## config.mk

```make
export PLATFORM = sky130hd
export DESIGN_NAME = bus_arbiter
export DESIGN_NICKNAME = d
export VERILOG_FILES = /design/src/rtl/sync_bits.v /design/src/rtl/status_decode.v /design/src/rtl/bus_arbiter.v
export VERILOG_INCLUDE_DIRS = /design/src /design/src/include
export SDC_FILE = /design/constraint.sdc
export NUM_CORES = 1
export LEC_CHECK = 0
export BUFFER_PORTS_ARGS = -buffer_cell sky130_fd_sc_hd__clkbuf_2
export CAP_MARGIN = 20
export CORE_ASPECT_RATIO = 0.7
export CORE_MARGIN = 5
export CORE_UTILIZATION = 49
export DETAILED_ROUTE_END_ITERATION = 6
export GPL_TIMING_DRIVEN = 0
export PLACE_DENSITY_LB_ADDON = 0.08
export SYNTH_ARGS = -nofsm -noshare
export SYNTH_HDL_FRONTEND = slang
export SYNTH_HIERARCHICAL = 1
export SYNTH_SLANG_ARGS = --single-unit
export TNS_END_PERCENT = 1
```

## constraint.sdc

```tcl
create_clock -name clock_in -period 2.12 [get_ports clock_in]
set_input_delay 0.318 -clock clock_in [delete_from_list [all_inputs] [get_ports clock_in]]
set_output_delay 0.318 -clock clock_in [all_outputs]
set_load 0.05 [all_outputs]
```

## src/include/arbiter_defs.vh

```
// Purpose: Shared constants of the shared-bus arbiter.
// Assumes: Included by its bare name from the rtl files.
// Notes:   Definitions only, no logic.
`ifndef ARBITER_DEFS_VH
`define ARBITER_DEFS_VH

// Register byte offsets
`define CTRL_OFFSET       8'h00
`define STATUS_OFFSET     8'h04

// Control register fields and reset value
`define CTRL_YIELD_BIT    0
`define CTRL_RESET        32'h0000_0000

// Status register fields
`define STAT_STATE_LSB    0
`define STAT_NEED_BIT     2
`define STAT_HALT_BIT     3
`define STAT_REQ_BIT      4
`define STAT_BUSY_BIT     5
`define STAT_PRIO_BIT     6
`define STAT_COUNT_LSB    16

// Synchroniser depth
`define SYNC_STAGES       2

// Processor status codes (bit two, bit one, bit zero)
`define STATUS_INT_ACK    3'h0
`define STATUS_HALT       3'h3
`define STATUS_PASSIVE    3'h7

`endif

```

## src/rtl/sync_bits.v

```verilog
// Purpose: Two-stage synchroniser for a group of pin levels.
// Assumes: Each bit is an independent level.
// Notes:   The first stage is read only by the second.
`timescale 1ns/1ps
`include "arbiter_defs.vh"

module sync_bits #(
  parameter WIDTH = 8
) (
  // Clock and reset
  input  wire             clock_in,
  input  wire             arst_n_in,
  // Levels in and out
  input  wire [WIDTH-1:0] async_in,
  output reg  [WIDTH-1:0] sync_out
);

  reg [WIDTH-1:0] stage_one;  // Metastability catcher

  // Two flip-flops in a row
  always @(posedge clock_in or negedge arst_n_in) begin
    if (!arst_n_in) begin
      stage_one <= {WIDTH{1'b1}};
      sync_out  <= {WIDTH{1'b1}};
    end else begin
      stage_one <= async_in;
      sync_out  <= stage_one;
    end
  end

endmodule // sync_bits

```

## src/rtl/status_decode.v

```verilog
// Purpose: Classifies the processor status code.
// Assumes: Status is already synchronised.
// Notes:   Purely combinational.
`timescale 1ns/1ps
`include "arbiter_defs.vh"

module status_decode (
  // Status code
  input  wire [2:0] status_in,
  // Classification
  output reg        cycle_active_out,
  output reg        memory_cycle_out,
  output reg        halt_cycle_out,
  output reg        int_ack_out
);

  // Decode the code into cycle kinds
  always @* begin
    cycle_active_out = (status_in != `STATUS_PASSIVE);
    // Bit two high and not passive: memory command
    memory_cycle_out = status_in[2] && (status_in != `STATUS_PASSIVE);
    halt_cycle_out   = (status_in == `STATUS_HALT);
    int_ack_out      = (status_in == `STATUS_INT_ACK);
  end

endmodule // status_decode

```

## src/rtl/bus_arbiter.v

```verilog
// Purpose: Multiplexes one processor onto a shared multi-master bus.
// Assumes: All pins but the register bus are asynchronous to clock_in; bus clock is sampled.
// Notes:   Bus-side actions happen on falling edges of the bus clock; init resets the state at any clock_in edge.
//
// The implementer's own choices: the placing of the registers and register access over APB.
`timescale 1ns/1ps
`include "arbiter_defs.vh"

//Contract
// Common-request lock blocks surrender to requesters
// Resident strap high uses select; else ignored
// Any-request strap yields to lower priority too
// Any-request: release after current bus cycle
// Request line low: release after each transfer
// On surrender drive bus request high
// Io strap: memory needs bus, io may release
// Interrupt acknowledge counts as io command
// Drive address enable for local drivers
// Init input resets; bus not held after
// Select high requests, low permits surrender
// Select stays clean from T2 to T4
// Request line tells of lower requesters
// Request line is shared open-drain
// Owner never pulls request line low
// Non-owner may pull request line low
// Owner releases when surrender conditions met
// Processor lock blocks every surrender
// Priority active: take bus at bus-clock fall
// Owner pulls busy low, releases when done
// Address enable active only while owning
// Any-request low: surrender per software table
module bus_arbiter #(
  parameter ADDR_WIDTH  = 8,
  parameter COUNT_WIDTH = 16
) (
  // Clock and reset
  input  wire                  clock_in,
  input  wire                  arst_n_in,
  // Register bus
  input  wire                  psel_in,
  input  wire                  penable_in,
  input  wire                  pwrite_in,
  input  wire [ADDR_WIDTH-1:0] paddr_in,
  input  wire [31:0]           pwdata_in,
  output reg  [31:0]           prdata_out,
  output reg                   pready_out,
  output reg                   pslverr_out,
  // Processor side
  input  wire [1:0]            proc_status_low_bits_in,
  input  wire                  proc_status_bit_two_in,
  input  wire                  proc_lock_n_in,
  input  wire                  system_or_local_select_in,
  output reg                   address_enable_n_out,
  // Straps
  input  wire                  resident_bus_strap_in,
  input  wire                  any_requester_strap_in,
  input  wire                  io_bus_strap_n_in,
  input  wire                  shared_request_lock_n_in,
  // Shared bus
  input  wire                  init_n_in,
  input  wire                  bus_clock_in,
  input  wire                  priority_in_n_in,
  input  wire                  shared_request_line_n_in,
  output reg                   shared_request_line_n_out,
  output reg                   shared_request_line_n_oen_out,
  input  wire                  busy_n_in,
  output reg                   busy_n_out,
  output reg                   busy_n_oen_out,
  output reg                   bus_request_out_n_out
);

  ////////////////////////////////////////////////////////////////////////
  // Arbiter states
  localparam [1:0] ST_IDLE = 2'b00;  // Bus not wanted, not held
  localparam [1:0] ST_REQ  = 2'b01;  // Waiting for priority and free bus
  localparam [1:0] ST_OWN  = 2'b10;  // Holding the shared bus

  ////////////////////////////////////////////////////////////////////////
  // Synchronised pins
  // Every pin, the bus clock too, is an async level to clock_in
  localparam SYNC_W = 14;

  wire [SYNC_W-1:0] raw_pins;   // Pins as they arrive
  wire [SYNC_W-1:0] pins;       // Pins after two flip-flops

  assign raw_pins = {bus_clock_in, proc_status_bit_two_in,
                     proc_status_low_bits_in, proc_lock_n_in,
                     system_or_local_select_in, resident_bus_strap_in,
                     any_requester_strap_in, io_bus_strap_n_in,
                     shared_request_lock_n_in, init_n_in,
                     priority_in_n_in, shared_request_line_n_in,
                     busy_n_in};

  sync_bits #(
    .WIDTH    (SYNC_W)
  ) u_sync (
    .clock_in (clock_in),
    .arst_n_in(arst_n_in),
    .async_in (raw_pins),
    .sync_out (pins)
  );

  // Sync flops reset high: status reads passive, so no false need
  wire       bclk_s     = pins[13];   // Bus clock level
  wire [2:0] status_s   = pins[12:10];// Processor status code
  wire       lock_n_s   = pins[9];    // Processor lock
  wire       select_s   = pins[8];    // System or local select
  wire       res_strap  = pins[7];    // Resident-bus strap
  wire       any_strap  = pins[6];    // Any-requester strap
  wire       io_strap_n = pins[5];    // Io-bus strap, active low
  wire       crq_lock_n = pins[4];    // Common-request lock
  wire       init_n_s   = pins[3];    // Shared initialise
  wire       prio_n_s   = pins[2];    // Priority in
  wire       creq_n_s   = pins[1];    // Common-request line
  wire       busy_n_s   = pins[0];    // Busy line

  ////////////////////////////////////////////////////////////////////////
  // Status classification
  wire cycle_active;  // Processor running a cycle
  wire memory_cycle;  // Memory command
  wire halt_cycle;    // Halt indication
  wire int_ack;       // Interrupt acknowledge

  status_decode u_decode (
    .status_in       (status_s),
    .cycle_active_out(cycle_active),
    .memory_cycle_out(memory_cycle),
    .halt_cycle_out  (halt_cycle),
    .int_ack_out     (int_ack)
  );

  ////////////////////////////////////////////////////////////////////////
  // Registers
  reg [1:0]             state;       // Arbiter state
  reg [1:0]             next_state;  // Following state
  reg                   bclk_prev;   // Bus clock one sample ago
  reg                   halted;      // Processor sits in halt
  reg [31:0]            ctrl;        // Software control
  reg [COUNT_WIDTH-1:0] grants;      // Acquisitions so far

  // Falling edge of the sampled bus clock
  wire bclk_fall = bclk_prev & ~bclk_s;

  ////////////////////////////////////////////////////////////////////////
  // Need for the shared bus in the current cycle
  reg need;  // This cycle must run on the shared bus

  always @* begin
    need = cycle_active & ~halt_cycle;
    // Io mode: only memory commands need the bus
    if (!io_strap_n)
      need = need & memory_cycle & ~int_ack;
    // Resident mode: select decides, else select is ignored
    if (res_strap)
      need = need & select_s;
  end

  ////////////////////////////////////////////////////////////////////////
  // Surrender decision for the owner
  reg window;    // Surrender may happen now
  reg forced;    // Higher priority took priority away
  reg yield_rq;  // Common request asks us to leave
  reg give_up;   // Give up the bus at this bus-clock fall

  always @* begin
    // End of the cycle, or a cycle that stays local
    window   = ~cycle_active | ~need;
    forced   = prio_n_s;
    // Any-request: any requester counts as a higher one
    // The common line is read here only as an input level
    if (any_strap)
      yield_rq = ~creq_n_s;
    else
      yield_rq = ~creq_n_s & ctrl[`CTRL_YIELD_BIT];
    // Common-request lock only blocks request-driven surrender
    yield_rq = yield_rq & crq_lock_n;
    // Waiting for the window keeps a running transfer whole
    give_up  = window & (forced | yield_rq | halted);
    // Processor lock blocks every surrender
    if (!lock_n_s)
      give_up = 1'b0;
  end

  ////////////////////////////////////////////////////////////////////////
  // Next state
  always @* begin
    next_state = state;
    case (state)
      ST_IDLE: begin
        if (need)
          next_state = ST_REQ;
      end
      ST_REQ: begin
        if (!need)
          next_state = ST_IDLE;
        else if (!prio_n_s && busy_n_s)
          next_state = ST_OWN;
      end
      ST_OWN: begin
        if (give_up)
          next_state = ST_IDLE;
      end
      default: begin
        next_state = ST_IDLE;
      end
    endcase
  end

  ////////////////////////////////////////////////////////////////////////
  // State register, stepped by bus-clock falls; init resets it
  // The bus clock is seen through the synchroniser, so each step
  // lags the pin's fall by about three clocks of clock_in
  always @(posedge clock_in or negedge arst_n_in) begin
    if (!arst_n_in) begin
      state     <= ST_IDLE;
      bclk_prev <= 1'b1;
    end else begin
      bclk_prev <= bclk_s;
      if (!init_n_s)
        state <= ST_IDLE;
      else if (bclk_fall)
        state <= next_state;
    end
  end

  ////////////////////////////////////////////////////////////////////////
  // Halt tracking: set by halt, cleared by any real cycle
  // A halt code wins over the clear when both are seen together
  always @(posedge clock_in or negedge arst_n_in) begin
    if (!arst_n_in) begin
      halted <= 1'b0;
    end else if (!init_n_s) begin
      halted <= 1'b0;
    end else if (halt_cycle) begin
      halted <= 1'b1;
    end else if (cycle_active) begin
      halted <= 1'b0;
    end
  end

  ////////////////////////////////////////////////////////////////////////
  // Bus-side outputs, one cycle after the state
  // Open-drain data stay low; only the enables move, so a released
  // pin never drives a high level onto a wired line
  always @(posedge clock_in or negedge arst_n_in) begin
    if (!arst_n_in) begin
      bus_request_out_n_out         <= 1'b1;
      busy_n_out                    <= 1'b0;
      busy_n_oen_out                <= 1'b1;
      shared_request_line_n_out     <= 1'b0;
      shared_request_line_n_oen_out <= 1'b1;
      address_enable_n_out          <= 1'b1;
    end else begin
      // Request is high whenever the bus is given up
      bus_request_out_n_out <= (state == ST_IDLE);
      // Owner holds busy low, lets it float on release
      busy_n_out     <= 1'b0;
      busy_n_oen_out <= (state != ST_OWN);
      // Only a waiting non-owner pulls the common line
      shared_request_line_n_out     <= 1'b0;
      shared_request_line_n_oen_out <= (state != ST_REQ);
      // Local drivers enabled only while owning
      address_enable_n_out <= (state != ST_OWN);
    end
  end

  ////////////////////////////////////////////////////////////////////////
  // Acquisition counter for software
  always @(posedge clock_in or negedge arst_n_in) begin
    if (!arst_n_in) begin
      grants <= {COUNT_WIDTH{1'b0}};
    end else if (bclk_fall && init_n_s &&
                 state == ST_REQ && next_state == ST_OWN) begin
      grants <= grants + {{(COUNT_WIDTH-1){1'b0}}, 1'b1};
    end
  end

  ////////////////////////////////////////////////////////////////////////
  // Register bus slave: one wait state, write at the completing edge
  // Read data are loaded with pready, so they stand while it is high
  wire access = psel_in & penable_in;  // Access phase present

  // Is the address one of ours
  function is_mapped;
    input [ADDR_WIDTH-1:0] addr;
    begin
      is_mapped = (addr == `CTRL_OFFSET) || (addr == `STATUS_OFFSET);
    end
  endfunction

  // Status word assembly
  function [31:0] status_word;
    input [1:0]             st;
    input                   nd;
    input                   hl;
    input                   rq;
    input                   bz;
    input                   pr;
    input [COUNT_WIDTH-1:0] cnt;
    begin
      status_word = 32'h0000_0000;
      status_word[`STAT_STATE_LSB+1:`STAT_STATE_LSB] = st;
      status_word[`STAT_NEED_BIT] = nd;
      status_word[`STAT_HALT_BIT] = hl;
      status_word[`STAT_REQ_BIT]  = rq;
      status_word[`STAT_BUSY_BIT] = bz;
      status_word[`STAT_PRIO_BIT] = pr;
      status_word[`STAT_COUNT_LSB+COUNT_WIDTH-1:`STAT_COUNT_LSB] = cnt;
    end
  endfunction

  // Ready, read data and error for each access
  always @(posedge clock_in or negedge arst_n_in) begin
    if (!arst_n_in) begin
      pready_out  <= 1'b0;
      pslverr_out <= 1'b0;
      prdata_out  <= 32'h0000_0000;
    end else begin
      pready_out <= access & ~pready_out;
      if (access && !pready_out) begin
        pslverr_out <= ~is_mapped(paddr_in);
        // Read data loaded together with ready
        if (paddr_in == `CTRL_OFFSET)
          prdata_out <= ctrl;
        else if (paddr_in == `STATUS_OFFSET)
          prdata_out <= status_word(state, need, halted, ~creq_n_s,
                                    ~busy_n_s, ~prio_n_s, grants);
        else
          prdata_out <= 32'h0000_0000;
      end else begin
        pslverr_out <= 1'b0;
      end
    end
  end

  // Control register write, only at the completing edge
  always @(posedge clock_in or negedge arst_n_in) begin
    if (!arst_n_in) begin
      ctrl <= `CTRL_RESET;
    end else if (access && pready_out && pwrite_in &&
                 paddr_in == `CTRL_OFFSET) begin
      ctrl <= {31'h0000_0000, pwdata_in[`CTRL_YIELD_BIT]};
    end
  end

endmodule // bus_arbiter

```

==> flow_summary.toml, run 1 <==
[hold_path]
hold_class = "primary input to flop"
hold_start = "busy_n_in"

[sta]
finalSetupViolCount = 0
worst_pin_slew_ns = 0.5268
holdWs_ns = 0.04064
max_freq_mhz = 507.4
hold_viol = 0
finClkSkew_ns = 0.007434
finalCritPeriodShare = 0.9296
max-slew-margin-rel = 0.6488
period_needed_ns = 1.971
report.final.slew_viol_count = 0
tns_ns = 0

[yosys]
ys_ff_latch = 77
synth_edf_count = 0
async_reset_ff_frac = 1.000
avgSynthCellArea_um2 = 13.40
yosys_warnings = 6
synth_ff_type = "dfrtp_1"
seq_area_frac_synth = 0.6704
syn_inst = 219
syn-cell-area_mm2 = 0.002934
ys_types = 38

[layout]
layout.nets = 358
nFillCells = 472
n_antenna_cell = 0
drive_gt1_frac = 0.4323
seq_area_mm2 = 0.001967
multi_input_area_um2 = 868.3
finalNonFillerCells = 378
area_growth_pct = 24.95

[die]
start_util = 0.5098
dieWidth_um = 102.5
top_level_ports = 99
die_area_mm2 = 0.007660
core_area_mm2 = 0.005756
die_y_um = 74.74
rows = 23

[worst_setup_path]
arrival_ns = 2.25
start_kind = "flop"
worstSetupStartpoint = "bclk_prev$_DFF_PN1_"
crit_type = "flop to flop"
end_kind = "flop"
worst-path-max-fanout = 10
r2r-start = "bclk_prev$_DFF_PN1_"
required_ns = 2.40

[placement]
place_inst = 361
io_buffer_count = 56
place_congestion = 0.7755
dpl.hpwl_um = 4055

[grt]
grt_max_degree = 57
antenna_found_initial = 0
grt_pass1_vias = 1808
grt_overflow_total = 0
grt_use_total = 0.1633
grt_pass1_wl_um = 9204

[pwr]
power.density_mw_per_mm2 = 856.0
power.leakage_nw = 1.827
ir_worst_vdd_uv = 516.6

[clock_network]
cts_made_buffers = 9
postCtsSetupBuffers = 0
htree_levels = 3
cts-root-buf = "clkbuf_8"
cts_sinks = 77
cts_tree = "yes"
clk_pin_slew_worst_paths_ns = 0.08
cts_buffer_depth = 2
clk_latency_ns = 0.35

[run]
drv_cap = 0

[detailed_routing]
totalWireLength_um = 5662
vias = 1886
via_per_inst = 4.989
wl_per_cell_um = 14.98
drt_iter0_drc = 113
ant_nets = 0
drc = 0
drt_pre_antenna_iters = 6

[outcome]
outcome = "finished clean"
==> cells in the final DEF (no fill, tap or decap), types with 2 or more instances in the layout <==
| cell | n |
|---|---|
| a21boi_0 | 2 |
| a22o_1 | 17 |
| and2_1 | 2 |
| and3_1 | 3 |
| and3b_1 | 2 |
| buf_2 | 2 |
| buf_4 | 12 |
| bufinv_16 | 3 |
| clkbuf_1 | 3 |
| clkbuf_2 | 55 |
| clkbuf_8 | 9 |
| clkinv_2 | 2 |
| conb_1 | 11 |
| dfrtp_1 | 45 |
| dfstp_2 | 32 |
| inv_1 | 5 |
| mux2_2 | 2 |
| nand2_1 | 14 |
| nand2b_1 | 5 |
| nand3_1 | 9 |
| nand4_1 | 3 |
| nor2_1 | 6 |
| nor2b_1 | 2 |
| nor3_1 | 7 |
| nor4_1 | 6 |
| nor4_2 | 2 |
| o21ai_0 | 8 |
| xor2_1 | 14 |
==> synth_stat cells (all sizes together) (3+ instances only) <==
cell type / instances / area [um^2]
dfstp: 32 / 840.8
nand4: 3 / 18.77
nand3: 9 / 45.04
a22o: 17 / 148.9
dfrtp: 45 / 1126
xor2: 14 / 122.6
clkbuf: 4 / 15.01
nand2: 14 / 52.55
nor4: 9 / 71.32
and3: 3 / 18.77
buf: 15 / 126.4
o21ai: 8 / 40.04
a21boi: 3 / 26.27
inv: 5 / 18.77
nor2: 6 / 22.52
nor3: 7 / 35.03
nand2b: 5 / 31.28
==> sequential cells by signal, summed over array words and instances, names as in the netlist <==
signal                         count
prdata_out                        23
bus_request_out_n_out              1
state                              2
busy_n_oen_out                     1
shared_request_line_n_oen_out      1
bclk_prev                          1
u_sync/sync_out                   14
u_sync/stage_one                  14
halted                             1
grants                            16
ctrl                               1
pready_out                         1
pslverr_out                        1
==> cells by family after synthesis <==
group           share of synthesized area
simple gates                       0.1267
mux                               0.01109
compound gates                    0.08699
flops                              0.6704
buf+inv                           0.05458
xor+xnor                          0.04478
other cells                      0.001278
fa+ha+maj                        0.004264
==> repair_timing <==
item / CTS / global route
gates cloned: 0 / 0
hold endpoints to repair: 15 / 0
hold buffers: 1 / 0
gates resized for setup: 2 / 3
endpoints found under the setup margin: 2 / 5
==> routing by layer <==
layer,part of all wire,GRT usage
met2,0.40,0.2182
met4,0.016,0.05677
met1,0.50,0.2438
met5,0,0
met3,0.086,0.06111
==> path summary, 6_finish.rpt <==
check / cells past startpoint / to / slack, ns
min in group asynchronous: 2 / prdata_out[5]$_DFFE_PN0P_ / 0.43
setup reg to reg: 5 / grants[9]$_DFFE_PN0P_ / 0.15
setup / recovery: 5 / grants[9]$_DFFE_PN0P_ / 0.15
max in group asynchronous: 3 / u_sync/sync_out[6]$_DFF_PN1_ / 1.08
hold / removal: 1 / u_sync/stage_one[0]$_DFF_PN1_ / 0.04
hold reg to reg: 0 / u_sync/sync_out[11]$_DFF_PN1_ / 0.36
==> per-stage QoR <==
stage,setup WS (ns),util,power [mW],instance area [um^2]
2_1_floorplan,0.3119,-,1.699,2972
6_report,0.1493,0.6370,3.138,3666
5_1_grt,-0.0007030,0.6370,3.274,3666
3_5_place_dp,-0.04386,0.5865,1.788,3376
4_1_cts,0.06003,0.6339,3.171,3649
3_3_place_gp,-0.004227,0.5813,1.777,3346
==> power breakdown <==
| part | switching (mW) | internal (mW) |
|---|---|---|
| Combinational | 0.147 | 0.0656 |
| Sequential | 0.0214 | 1.53 |
| Clock | 0.524 | 0.850 |
| Total | 0.692 | 2.45 |
==> final cells by class <==
type | instances | share of cell area
inverter | 5 | 0.005119
buffer | 19 | 0.03891
timing repair buffer | 58 | 0.08737
multi-input combinational | 128 | 0.2369
clock inverter | 6 | 0.02901
tap | 75 | 0.02560
clock buffer | 10 | 0.04061
sequential | 77 | 0.5365
==> worst max-delay path, stage by stage, from the launching register on <==
cell and delay [ns]:
dfstp_2 0.53, nor2b_1 0.19, nand4_1 0.28, buf_2 0.29, nor4_1 0.42, xor2_1 0.19
(Power assumes the default switching activity.)
==> run 2: changes to the inputs <==
CTS_BUF_LIST = sky130_fd_sc_hd__clkbuf_4   (was default)
==> run 2 against run 1 <==
Hold slack better by 0.10 ns. Sequential share of layout area is 1.4 points lower. First-iteration DRC count grew 1.8%. Register-to-register slack is essentially flat.
==> flow_summary.toml, run 2 (synthesis gave the netlist of run 1 again) <==
[outcome]
outcome = "finished clean"

[grt]
grtUsageMet3 = 0.06759
antenna_found_initial = 0
grt_pass1_vias = 1931
grt_overflow_total = 0
grt_busiest_layer = "met1"
grt_use_total = 0.1688
grt_pass1_wl_um = 9570
grtUsageMet1 = 0.2421
grt_max_degree = 57
use_met2 = 0.2418

[die]
top_level_ports = 99
die_y_um = 74.74
die_area_mm2 = 0.007660
rows = 23
start_util = 0.5098
dieWidth_um = 102.5
core_area_mm2 = 0.005756

[worst_setup_path]
reg2reg_slack_ns = 0.14
end_kind = "flop"
cp_slowest_stage_delay_ns = 0.54
crit_buf_inv = 1
crit_type = "flop to flop"
required_ns = 2.47
arrival_ns = 2.33
crit_family = "simple AND/OR/NAND/NOR gates"
crit_chain = "nor2b_1, nand4_1, buf_2, nor4_1, xor2_1"
cp_slowest_cell = "dfstp_2"
worst-path-max-fanout = 10
start_kind = "flop"

[layout]
final_common_cell = "clkbuf_2"
regMostFlops = "prdata_out"
drive_gt1_frac = 0.4196
layout_common_cells = "55 x clkbuf_2, 45 x dfrtp_1, 32 x dfstp_2, 17 x a22o_1, 15 x dlygate4sd3_1"
final_area_mm2 = 0.003764
largest_registers = "prdata_out x23, grants x16"
layout.nets = 372
n_antenna_cell = 0
largest_register_ff_count = 23
area_growth_pct = 28.27

[run]
drv_cap = 0

[pwr]
power.leakage_nw = 1.865
ir_worst_vdd_uv = 501.5
p_total_mw = 2.993
power.density_mw_per_mm2 = 795.4

[sta]
hold_viol = 0
finalCritPeriodShare = 0.9356
max_freq_mhz = 504.2
finClkSkew_ns = 0.01105
rsz0062_at_grt = "no"
period_needed_ns = 1.984
tns_ns = 0
finalSetupViolCount = 0
max-slew-margin-rel = 0.6459
report.final.slew_viol_count = 0
worst_pin_slew_ns = 0.5312

[detailed_routing]
wl_per_cell_um = 14.86
drt_iter0_drc = 115
ant_nets = 0
drc = 0
drt_pre_antenna_iters = 4
totalWireLength_um = 5827
vias = 1934
via_per_inst = 4.934

[clock_network]
postCtsSetupBuffers = 0
clk_pin_slew_worst_paths_ns = 0.12
cts-root-buf = "clkbuf_4"
clk_latency_ns = 0.42
cts_made_buffers = 9
cts_sinks = 77
htree_levels = 3
cts_buffer_depth = 2
cts_tree = "yes"

[placement]
place_congestion = 0.7755
dpl.hpwl_um = 4055
dpl_cell_area_mm2 = 0.003376
io_buffer_count = 56

[hold_path]
hold_class = "primary input to flop"
run 2: final cells by class:
| type | instances | area [um^2] |
|---|---|---|
| Inverter | 5 | 18.77 |
| Clock inverter | 7 | 136.4 |
| Tap cell | 75 | 93.84 |
| Fill cell | 471 | 1992 |
| Multi-Input combinational cell | 128 | 877.1 |
| Buffer | 19 | 142.6 |
| Clock buffer | 9 | 67.56 |
| Timing Repair Buffer | 72 | 460.4 |
| Sequential cell | 77 | 1967 |
run 2: timing repair:
action                     CTS  global route
hold endpoints to repair    29             0
gates cloned                 0             0
hold buffers                15             0
resized for setup            2             5
setup endpoints to repair    2             7
run 2: path summary, 6_finish.rpt:
path | start | end | depth (start not counted)
worst max register to register | bclk_prev$_DFF_PN1_ | grants[9]$_DFFE_PN0P_ | 5
worst min-delay path | pwdata_in[0] | ctrl[0]$_DFFE_PN0P_ | 2
max in group asynchronous | arst_n_in | u_sync/sync_out[6]$_DFF_PN1_ | 3
worst max-delay path | bclk_prev$_DFF_PN1_ | grants[9]$_DFFE_PN0P_ | 5
min in group asynchronous | arst_n_in | grants[8]$_DFFE_PN0P_ | 2
worst min register to register | u_sync/stage_one[5]$_DFF_PN1_ | u_sync/sync_out[5]$_DFF_PN1_ | 0
run 2: power breakdown:
part	internal, mW	leakage [nW]	total [mW]	switching, mW
registers	1.53	0.963	1.55	0.0214
logic	0.0826	0.792	0.234	0.151
clock network	0.712	0.110	1.21	0.494
run 2: metrics by stage:
stage	setup WS, ns	instances	util	hold slack (ns)
final	0.1365	392	0.6539	0.1435
after global routing	0.0004974	392	0.6539	0.1274
after CTS	0.05191	392	0.6493	0.1287
after detailed placement	-0.04386	361	0.5865	0.2626
after global placement	-0.004227	360	0.5813	0.3454
after floorplan	0.3119	229	-	0.02241
run 2: per-layer routing:
layer  wire, um  vias to the layer above  share of wire
li1           -                      934              -
met1       2887                      926           0.50
met2       2385                       66           0.41
met3        493                        8          0.085
met4         61                        0          0.010
met5          0                        -              0
run 2: worst reg2reg max path: stages (launching register included):
cell and delay (ns):
dfstp_2 0.54, nor2b_1 0.19, nand4_1 0.28, buf_2 0.29, nor4_1 0.43, xor2_1 0.19
